==> config.mk <==
export PLATFORM = sky130hd
export DESIGN_NAME = ppfl_port_pins
export DESIGN_NICKNAME = d
export VERILOG_FILES = /design/src/include/ppfl_pkg.sv /design/src/ppfl_port_pins.sv
export SDC_FILE = /design/constraint.sdc
export NUM_CORES = 1
export LEC_CHECK = 0
export BUFFER_PORTS_ARGS = -buffer_cell sky130_fd_sc_hd__buf_2
export CORE_UTILIZATION = 56
export CTS_BUF_LIST = sky130_fd_sc_hd__clkbuf_8 sky130_fd_sc_hd__clkbuf_16
export DETAILED_ROUTE_END_ITERATION = 8
export GPL_ROUTABILITY_DRIVEN = 0
export PLACE_DENSITY_LB_ADDON = 0.05
export SLEW_MARGIN = 30
export SYNTH_ARGS = -nofsm -noshare
export SYNTH_HDL_FRONTEND = slang
export SYNTH_SLANG_ARGS = --single-unit
==> constraint.sdc <==
create_clock -name core_clk -period 1.8 [get_ports core_clk]
set_input_delay 0.36 -clock core_clk [delete_from_list [all_inputs] [get_ports core_clk]]
set_output_delay 0.36 -clock core_clk [all_outputs]
set_load 0.02 [all_outputs]
==> src/include/ppfl_pkg.sv <==
package ppfl_pkg;

  // ****************************************************************
  // Register map
  // ****************************************************************
  localparam int DW = 16;
  localparam int AW = 4;
  localparam logic [AW-1:0] OFS_BIT_LATCH = 4'h0;
  localparam logic [AW-1:0] OFS_BIT_PP    = 4'h1;
  localparam logic [AW-1:0] OFS_BIT_PU    = 4'h2;
  localparam logic [AW-1:0] OFS_BIT_KW    = 4'h3;
  localparam logic [AW-1:0] OFS_BIT_PIN   = 4'h4;
  localparam logic [AW-1:0] OFS_QD_LATCH  = 4'h5;
  localparam logic [AW-1:0] OFS_QD_PU     = 4'h6;
  localparam logic [AW-1:0] OFS_QD_KW     = 4'h7;
  localparam logic [AW-1:0] OFS_QD_CFG    = 4'h8;
  localparam logic [AW-1:0] OFS_QD_PIN    = 4'h9;
  localparam logic [AW-1:0] OFS_MISC      = 4'ha;
  localparam logic [AW-1:0] OFS_IRQ_STAT  = 4'hb;
  localparam logic [AW-1:0] OFS_IRQ_MASK  = 4'hc;

  // ****************************************************************
  // Fields and reset values
  // ****************************************************************
  localparam int MISC_PORTC  = 0;
  localparam int MISC_PWMSEL = 1;
  localparam int MISC_TMRIN  = 2;
  localparam int MISC_INTKW  = 3;
  localparam int MISC_INTPOL = 4;
  localparam int MISC_SUBCLK = 5;
  localparam int MISC_DUTY   = 6;
  localparam logic [1:0] DUTY_HALF    = 2'h1;
  localparam logic [1:0] DUTY_THIRD   = 2'h2;
  localparam logic [1:0] DUTY_QUARTER = 2'h3;
  localparam int IRQ_EXTINT = 0;
  localparam int IRQ_KEYWK  = 1;
  localparam int IRQ_RESET  = 2;
  localparam int SY_TIMER = 0;
  localparam int SY_VDEN  = 1;
  localparam int SY_POR   = 2;
  localparam int SY_VDRST = 3;
  localparam logic [7:0]  BIT_LATCH_RST = 8'hff;
  localparam logic [15:0] QD_LATCH_RST  = 16'hffff;

  // ****************************************************************
  // Timing
  // ****************************************************************
  localparam int CLK_PERIOD_NS = 4;
  localparam int RST_HOLD_NS   = 100;
  localparam int RST_HOLD_CYC  =
    (RST_HOLD_NS + CLK_PERIOD_NS - 1) / CLK_PERIOD_NS;

  // ****************************************************************
  // Carriers and state
  // ****************************************************************
  typedef struct packed {
    logic          wr;
    logic          rd;
    logic [AW-1:0] addr;
    logic [DW-1:0] wdata;
  } ppfl_req_type;

  typedef struct packed {
    logic [7:0] out;
    logic [7:0] oeN;
  } ppfl_drv8_type;

  typedef struct packed {
    logic [15:0] out;
    logic [15:0] oeN;
  } ppfl_drv16_type;

  typedef struct packed {
    logic [7:0]    bitLatch;
    logic [5:0]    bitPp;
    logic [7:0]    bitPu;
    logic [7:0]    bitKw;
    logic [15:0]   qdLatch;
    logic [15:0]   qdPu;
    logic [15:0]   qdKw;
    logic [3:0]    qdPp;
    logic [3:0]    segSel;
    logic [7:0]    misc;
    logic [2:0]    irqStat;
    logic [2:0]    irqMask;
    logic [7:0]    s1Bit;
    logic [7:0]    s2Bit;
    logic [15:0]   s1Qd;
    logic [15:0]   s2Qd;
    logic [3:0]    s1Misc;
    logic [3:0]    s2Misc;
    logic          intPrev;
    logic [4:0]    rstCnt;
    ppfl_drv8_type  bitDrv;
    ppfl_drv16_type qdDrv;
    logic [7:0]    bitPuEn;
    logic [15:0]   qdPuEn;
    logic          tmrOut;
    logic          tmrOeN;
    logic          tmrCount;
    logic          rstOeN;
    logic          vdRun;
    logic [3:0]    comEn;
    logic          subclkEn;
    logic          wake;
    logic          irq;
    logic [DW-1:0] rdata;
  } ppfl_state_type;

endpackage

==> src/ppfl_port_pins.sv <==
// The register offsets and the strobed register port were chosen for this implementation.
`timescale 1ns/100ps

// Behaviour
// - Bit port pins are independent; pins 0-5 select open-drain or push-pull.
// - Bit pins 6 and 7 are always open-drain and serve the sub-clock.
// - Every bit and nibble pin has switchable pull-up and key wakeup.
// - Each nibble port is 4-bit I/O with selectable open-drain or push-pull.
// - Nibble pins carry segments 16 to 31 in order, port zero first.
// - Single-bit output port is push-pull and shares the timer pin.
// - Timer pin feeds timer 1 count clock in, timer 2 PWM out.
// - Interrupt pin shares bit 5, takes requests, has switchable wakeup.
// - Reset pin is driven low on any system reset cause.
// - Voltage-drop detector runs while its enable pin is high.
// - Common outputs in use follow the selected duty.
module ppfl_port_pins
  import ppfl_pkg::*;
(
  input  wire logic           core_clk,
  input  wire logic           arst_n,
  input  wire ppfl_req_type   busReq,
  output logic [DW-1:0]       busRdata,
  input  wire logic [7:0]     bitPortIn,
  output ppfl_drv8_type       bitPortDrv,
  output logic [7:0]          bitPullupEn,
  input  wire logic [15:0]    quadPortIn,
  output ppfl_drv16_type      quadPortDrv,
  output logic [15:0]         quadPullupEn,
  input  wire logic [15:0]    lcdSegmentOutput,
  input  wire logic           timerIoPinIn,
  output logic                timerIoPinOut,
  output logic                timerIoPinOeN,
  input  wire logic           timer2Pwm,
  output logic                timer1CountClk,
  input  wire logic           softwareResetInstruction,
  input  wire logic           wdtReset,
  input  wire logic           porReset,
  input  wire logic           vdropReset,
  output logic                resetPinOut,
  output logic                resetPinOeN,
  input  wire logic           vdropDetectEnablePin,
  output logic                vdropRun,
  output logic [3:0]          lcdCommonOutputEn,
  output logic                subclockEnable,
  output logic                keyWakeup,
  output logic                irq
);

  // ****************************************************************
  // State
  // ****************************************************************
  ppfl_state_type s, n;

  logic [2:0] irqSet;
  logic [2:0] irqClr;
  logic [7:0] ppMask;
  logic [7:0] subMask;
  logic [15:0] segMask;
  logic       d5;
  logic       cause;

  always_comb begin
    n = s;
    irqSet = 3'h0;
    irqClr = 3'h0;
    n.s1Bit = bitPortIn;
    n.s2Bit = s.s1Bit;
    n.s1Qd = quadPortIn;
    n.s2Qd = s.s1Qd;
    n.s1Misc = {vdropReset, porReset, vdropDetectEnablePin, timerIoPinIn};
    n.s2Misc = s.s1Misc;

    // ****************************************************************
    // Register access
    // ****************************************************************
    n.rdata = '0;
    if (busReq.rd) begin
      unique case (busReq.addr)
        OFS_BIT_LATCH: n.rdata = {8'h00, s.bitLatch};
        OFS_BIT_PP:    n.rdata = {10'h0, s.bitPp};
        OFS_BIT_PU:    n.rdata = {8'h00, s.bitPu};
        OFS_BIT_KW:    n.rdata = {8'h00, s.bitKw};
        OFS_BIT_PIN:   n.rdata = {8'h00, s.s2Bit};
        OFS_QD_LATCH:  n.rdata = s.qdLatch;
        OFS_QD_PU:     n.rdata = s.qdPu;
        OFS_QD_KW:     n.rdata = s.qdKw;
        OFS_QD_CFG:    n.rdata = {8'h00, s.segSel, s.qdPp};
        OFS_QD_PIN:    n.rdata = s.s2Qd;
        OFS_MISC:      n.rdata = {8'h00, s.misc};
        OFS_IRQ_STAT:  n.rdata = {13'h0, s.irqStat};
        OFS_IRQ_MASK:  n.rdata = {13'h0, s.irqMask};
        default:       n.rdata = '0;
      endcase
    end
    if (busReq.wr) begin
      unique case (busReq.addr)
        OFS_BIT_LATCH: n.bitLatch = busReq.wdata[7:0];
        OFS_BIT_PP:    n.bitPp = busReq.wdata[5:0];
        OFS_BIT_PU:    n.bitPu = busReq.wdata[7:0];
        OFS_BIT_KW:    n.bitKw = busReq.wdata[7:0];
        OFS_QD_LATCH:  n.qdLatch = busReq.wdata;
        OFS_QD_PU:     n.qdPu = busReq.wdata;
        OFS_QD_KW:     n.qdKw = busReq.wdata;
        OFS_QD_CFG: begin
          n.qdPp = busReq.wdata[3:0];
          n.segSel = busReq.wdata[7:4];
        end
        OFS_MISC:      n.misc = busReq.wdata[7:0];
        OFS_IRQ_STAT:  irqClr = busReq.wdata[2:0];
        OFS_IRQ_MASK:  n.irqMask = busReq.wdata[2:0];
        default: ;
      endcase
    end

    // ****************************************************************
    // Bit-addressable port
    // ****************************************************************
    ppMask = {2'h0, s.bitPp};
    subMask = s.misc[MISC_SUBCLK] ? 8'hc0 : 8'h00;
    for (int i = 0; i < 8; i++) begin
      if (subMask[i]) begin
        n.bitDrv.out[i] = 1'b0;
        n.bitDrv.oeN[i] = 1'b1;
      end else if (ppMask[i]) begin
        n.bitDrv.out[i] = s.bitLatch[i];
        n.bitDrv.oeN[i] = 1'b0;
      end else begin
        n.bitDrv.out[i] = 1'b0;
        n.bitDrv.oeN[i] = s.bitLatch[i];
      end
    end
    n.bitPuEn = s.bitPu & ~subMask;
    n.subclkEn = s.misc[MISC_SUBCLK];

    // ****************************************************************
    // Nibble ports and segment sharing
    // ****************************************************************
    for (int i = 0; i < 16; i++) begin
      segMask[i] = s.segSel[i/4];
      if (segMask[i]) begin
        n.qdDrv.out[i] = lcdSegmentOutput[i];
        n.qdDrv.oeN[i] = 1'b0;
      end else if (s.qdPp[i/4]) begin
        n.qdDrv.out[i] = s.qdLatch[i];
        n.qdDrv.oeN[i] = 1'b0;
      end else begin
        n.qdDrv.out[i] = 1'b0;
        n.qdDrv.oeN[i] = s.qdLatch[i];
      end
    end
    n.qdPuEn = s.qdPu & ~segMask;

    // ****************************************************************
    // Key wakeup and external interrupt
    // ****************************************************************
    d5 = s.s2Bit[5];
    n.intPrev = d5;
    if (s.misc[MISC_INTPOL] ? (d5 && !s.intPrev)
                            : (!d5 && s.intPrev)) begin
      irqSet[IRQ_EXTINT] = 1'b1;
    end
    n.wake = (|(s.bitKw & ~s.s2Bit & ~subMask))
           | (|(s.qdKw & ~s.s2Qd & ~segMask))
           | (s.misc[MISC_INTKW]
              && (d5 == s.misc[MISC_INTPOL]));
    irqSet[IRQ_KEYWK] = n.wake;

    // ****************************************************************
    // Timer pin
    // ****************************************************************
    n.tmrOut = s.misc[MISC_PWMSEL] ? (timer2Pwm | s.misc[MISC_PORTC])
                                   : s.misc[MISC_PORTC];
    n.tmrOeN = s.misc[MISC_TMRIN];
    n.tmrCount = s.misc[MISC_TMRIN] & s.s2Misc[SY_TIMER];

    // ****************************************************************
    // Reset pin, detector enable, commons
    // ****************************************************************
    cause = softwareResetInstruction | wdtReset
          | s.s2Misc[SY_POR] | s.s2Misc[SY_VDRST];
    if (cause) begin
      n.rstCnt = 5'(RST_HOLD_CYC);
    end else if (s.rstCnt != 5'h00) begin
      n.rstCnt = s.rstCnt - 5'h01;
    end
    n.rstOeN = !(cause || s.rstCnt != 5'h00);
    irqSet[IRQ_RESET] = cause;
    n.vdRun = s.s2Misc[SY_VDEN];
    unique case (s.misc[MISC_DUTY +: 2])
      DUTY_HALF:    n.comEn = 4'h3;
      DUTY_THIRD:   n.comEn = 4'h7;
      DUTY_QUARTER: n.comEn = 4'hf;
      default:      n.comEn = 4'h0;
    endcase

    // A new event wins over a clear in the same cycle.
    n.irqStat = (s.irqStat & ~irqClr) | irqSet;
    n.irq = |(n.irqStat & n.irqMask);
  end

  always_ff @(posedge core_clk or negedge arst_n) begin
    if (!arst_n) begin
      s <= '0;
      s.bitLatch <= BIT_LATCH_RST;
      s.qdLatch <= QD_LATCH_RST;
      s.bitDrv.oeN <= 8'hff;
      s.qdDrv.oeN <= 16'hffff;
      s.tmrOeN <= 1'b0;
      s.rstOeN <= 1'b1;
    end else begin
      s <= n;
    end
  end

  assign busRdata = s.rdata;
  assign bitPortDrv = s.bitDrv;
  assign bitPullupEn = s.bitPuEn;
  assign quadPortDrv = s.qdDrv;
  assign quadPullupEn = s.qdPuEn;
  assign timerIoPinOut = s.tmrOut;
  assign timerIoPinOeN = s.tmrOeN;
  assign timer1CountClk = s.tmrCount;
  assign resetPinOut = s.rstCnt[4] & 1'b0;
  assign resetPinOeN = s.rstOeN;
  assign vdropRun = s.vdRun;
  assign lcdCommonOutputEn = s.comEn;
  assign subclockEnable = s.subclkEn;
  assign keyWakeup = s.wake;
  assign irq = s.irq;
endmodule

# == Word-level counts from Yosys, hierarchy flattened ==
# Index checks and enable logic that the tools add are counted.
# word_totals
n_memories,0
input_bits,71
word_cells,199
romBits,0
mem_bits_rw,0
ff_bits,260
latch_bits,0
# op_classes
reduce_logical,22
n_bitwise,21
mul,0
order_cmp,0
mux,103
shifts,0
n_addsub,1
div_mod_pow,0
n_eq_ne,16
# op_table
cell,n
$pmux W16 S13,1
$mux W1,93
$and A16 B16 Y16,3
$not A16 Y16,2
$and A8 B8 Y8,3
$eq A4 B4 Y1 const B,5
$reduce_and A2 Y1,9
$eq A4 B3 Y1 const B,4
$mux W16,1
$not A8 Y8,2
$reduce_or A16 Y1,1
$mux W3,4
$pmux W4 S3,1
$mux W5,2
$eq A4 B2 Y1 const B,2
$mux W8,1
$reduce_or A8 Y1,1
$and A3 B3 Y3,2
$or A1 B1 Y1,6
$reduce_bool A5 Y1,1
$sub A5 B1 Y5 const B,1
$eq A2 B2 Y1 const B,2
$eq A4 B1 Y1 const B,1
$logic_not A4 Y1,1
other kinds (10),14

# == Depth between registers and ports, before layout ==
# depth
word_depth,9
mapped_depth,7
ltp_nobuf,6

# == Worst setup path after synthesis ==
# No wires, ideal clock.
# synth_path
kind,input to register
startpoint,input port wdtReset
endpoint,register s (netlist bit irq)
stages,5
path_buffers,1
t_arrival_ps,1491
slack_ps,191
setup_time_ps,118
cell_sequence,or4_1 -> clkbuf_1 -> a21o_1 -> a22o_1 -> a21o_1
# synth_rtl
element,line_no,source
from (decl),ppfl_port_pins.sv:36,"input wire logic wdtReset,"
to (signal assigned),ppfl_port_pins.sv:211,s <= n;
to (decl),ppfl_port_pins.sv:52,"ppfl_state_type s, n;"

==> run summary <==
Outcome: finished clean
Starting DRT DRC Count: 440
Fin. Hold Viols: 0
Die X-Extent: 140 microns
Setup Crit Path Kind: flop to flop
Post-Syn Area: 0.0106 sq mm
Post-synth EDFFs: 0
Fraction of registers with async set/reset: 100%
ANT nets after route: 0
DP HPWL: 17500 microns
TNS Setup: 0 ps
Routed wire length: 24600 microns
First-pass GRT wire length: 39100 microns
FMAX: 0.609 GHz
Pre-Repair DR Iteration Count: 7
Area of the core: 0.0186 sq mm
Dpl cell area: 0.0114 sq mm
Initial antenna violation count: 0
Crit path time final: 1640 ps
Nets: 1047
Number of global-route vias before repair: 7029
DRC Markers: 0
Relative slew slack: 58.2%
CTS Buf Count: 26
Yosys warning count: 0
Number of max-cap violations: 0
# fillers: 1397
Netlist cell types: 59
Ports: 172
Pwr dens: 1260 mW/mm^2
Leak Pwr: 5.85 nW
CTS clock-pin slew for the worst setup and hold paths: 70 ps
Final Max Slew Viols: 0
Util after Layout: 67.4%
R2r startpoint: s[181]
Clock latency on the worst-skew pair: 540 ps
Ys flop type: dfrtp_1
Site row count: 50
Worst vdd ir: 0.919 mV
Share of layout cells above drive strength 1: 42.4%
Initial Util: 57.0%
Mean Syn Cell Area: 13.0 sq um
RSZ-0062 raised after global routing: no
Die area: 0.0195 sq mm
Total Routing Usage GR: 26.1%
Hold Path Class: input pin to flop
Multi-input logic area: 0.00321 sq mm
CP required: 2180 ps
Vias/cell: 5.56
Synth Register Bits: 259
Antenna Cells: 0
FF/Latch Area: 0.00654 sq mm
Gate Count Post-Synth: 818
WL per Instance: 20.1 microns
Slew @ Worst Pin: 611 ps
Overflow after GRT: 0
H-Tree Depth: 1
Post_cts resized: 0
Port buffer count: 168
Die Ht: 140 microns
Post-synthesis sequential area ratio: 61.5%
Synth-to-Final Area Change: 18.1%
Crit path DAT: 2020 ps
Largest net degree at the start of global routing: 65
Period utilisation layout: 91.3%
Final setup violation count: 0
Num Clock Sinks: 259
Root Driver: clkbuf_16
HP Start: timer2Pwm
Via count: 6832
CTS tree: yes
CP Launch Type: flop
Post-route cell area: 0.0126 sq mm
Setup crit start: s[181]
Final Skew: 29.9 ps
Crit end category: flop
CTS max path bufs: 3
CP Max Fanout: 7
-- cells in the mapped netlist (18+ instances only) --
cell      count  area (sq um)
dfstp_2      49          1290
nand2_1      50           188
and2_1       26           163
o21ai_0      19          95.1
buf_4        98           736
mux2_2       95          1070
dfrtp_1     210          5260
nand2b_1     26           163
a21oi_1      18          90.1
nor2b_1      28           175
nor2_1       19          71.3
a22oi_1      25           188
-- cells in the final DEF, fill, tap and decap left out, drive strengths merged, types with 3 or more instances in the layout --
master and count:
a211oi 4, a21o 4, a21oi 18, a22o 7, a22oi 25, a31oi 8
a32oi 4, a41oi 4, and2 26, and2b 3, and3 3, buf 221
clkbuf 31, clkinv 6, conb 3, dfrtp 210, dfstp 49, dlygate4sd3 29
inv 15, mux2 105, mux2i 11, nand2 52, nand2b 27, nand3 4
nand4 5, nor2 25, nor2b 28, nor3 8, nor3b 4, o21ai 20
o22ai 4, or2 4
-- power breakdown --
| part | leakage [nW] | total, mW | internal [mW] | switching [mW] |
|---|---|---|---|---|
| clock | 0.461 | 5.36 | 3.17 | 2.19 |
| sequential | 3.08 | 7.71 | 6.98 | 0.728 |
| combinational | 2.31 | 2.80 | 1.24 | 1.57 |
-- through the flow --
stage               power, mW  setup slack (ps)  std cells  hold slack (ps)
floorplan                9.80               191        820             64.4
global placement         10.4              -202       1151              276
detailed placement       10.5              -230       1151              279
CTS                      16.0               144       1228             13.7
global route             16.6              92.8       1228             33.4
finish                   15.9               157       1228             23.6
-- metal layers --
layer / track usage (%) / vias to the layer above / routed length, microns
met5: 0 / - / 0
met1: 35.8 / 3424 / 10500
li1: - / 3044 / -
met2: 42.2 / 314 / 11800
met4: 8.85 / 0 / 581
met3: 4.85 / 50 / 1700
-- worst paths after layout --
check | cells after the start | slack, ps | to
hold reg to reg | 0 | 340 | s[121]
hold / removal | 2 | 20 | timerIoPinOut
max in group asynchronous | 3 | 800 | bitPortDrv[7]
setup / recovery | 4 | 160 | busRdata[1]
min in group asynchronous | 2 | 330 | quadPortDrv[29]
setup reg to reg | 4 | 160 | busRdata[1]
-- flip-flops by register name (all words and copies together) (netlist names) --
signal and count:
bitPortDrv 14, bitPullupEn 8, busRdata 16, d5 1, irq 1, keyWakeup 1, lcdCommonOutputEn 3, n 31
ppMask 6, quadPortDrv 32, quadPullupEn 16, resetPinOeN 1, s 124, subclockEnable 1, timer1CountClk 1, timerIoPinOeN 1
timerIoPinOut 1, vdropRun 1
-- repair_timing --
action                                 4_1_cts  5_1_grt
setup buffers                                0        0
endpoints found under the hold margin       51        0
hold buffers                                29        0
-- area by class of cell --
type | instances | share of cell area (%)
Sequential cell | 259 | 52.1
Multi-Input combinational cell | 431 | 25.5
Timing Repair Buffer | 250 | 13.0
Clock buffer | 31 | 5.82
Tap cell | 234 | 2.33
Clock inverter | 17 | 1.09
Inverter | 6 | 0.179
-- worst max-delay path, cell delays in order (launching register included) --
cell and delay, ps:
dfrtp_1 480, mux2i_1 180, nor3_1 70, a2111oi_0 560, a31oi_1 190
-- cells by family (layout without fill, tap and decap cells) --
logic type / count (synthesis) / in the layout / synth area share, %
other: 1 / 3 / 0.0353
flip-flops: 259 / 259 / 61.5
AO/OA/AOI/OAI: 113 / 113 / 7.31
buffers and inverters: 130 / 304 / 8.37
multiplexers: 116 / 116 / 12.2
adder cells (fa/ha/maj): 2 / 2 / 0.235
XOR/XNOR: 2 / 2 / 0.165
AND/OR/NAND/NOR: 195 / 195 / 10.2
(Power assumes the default switching activity.)
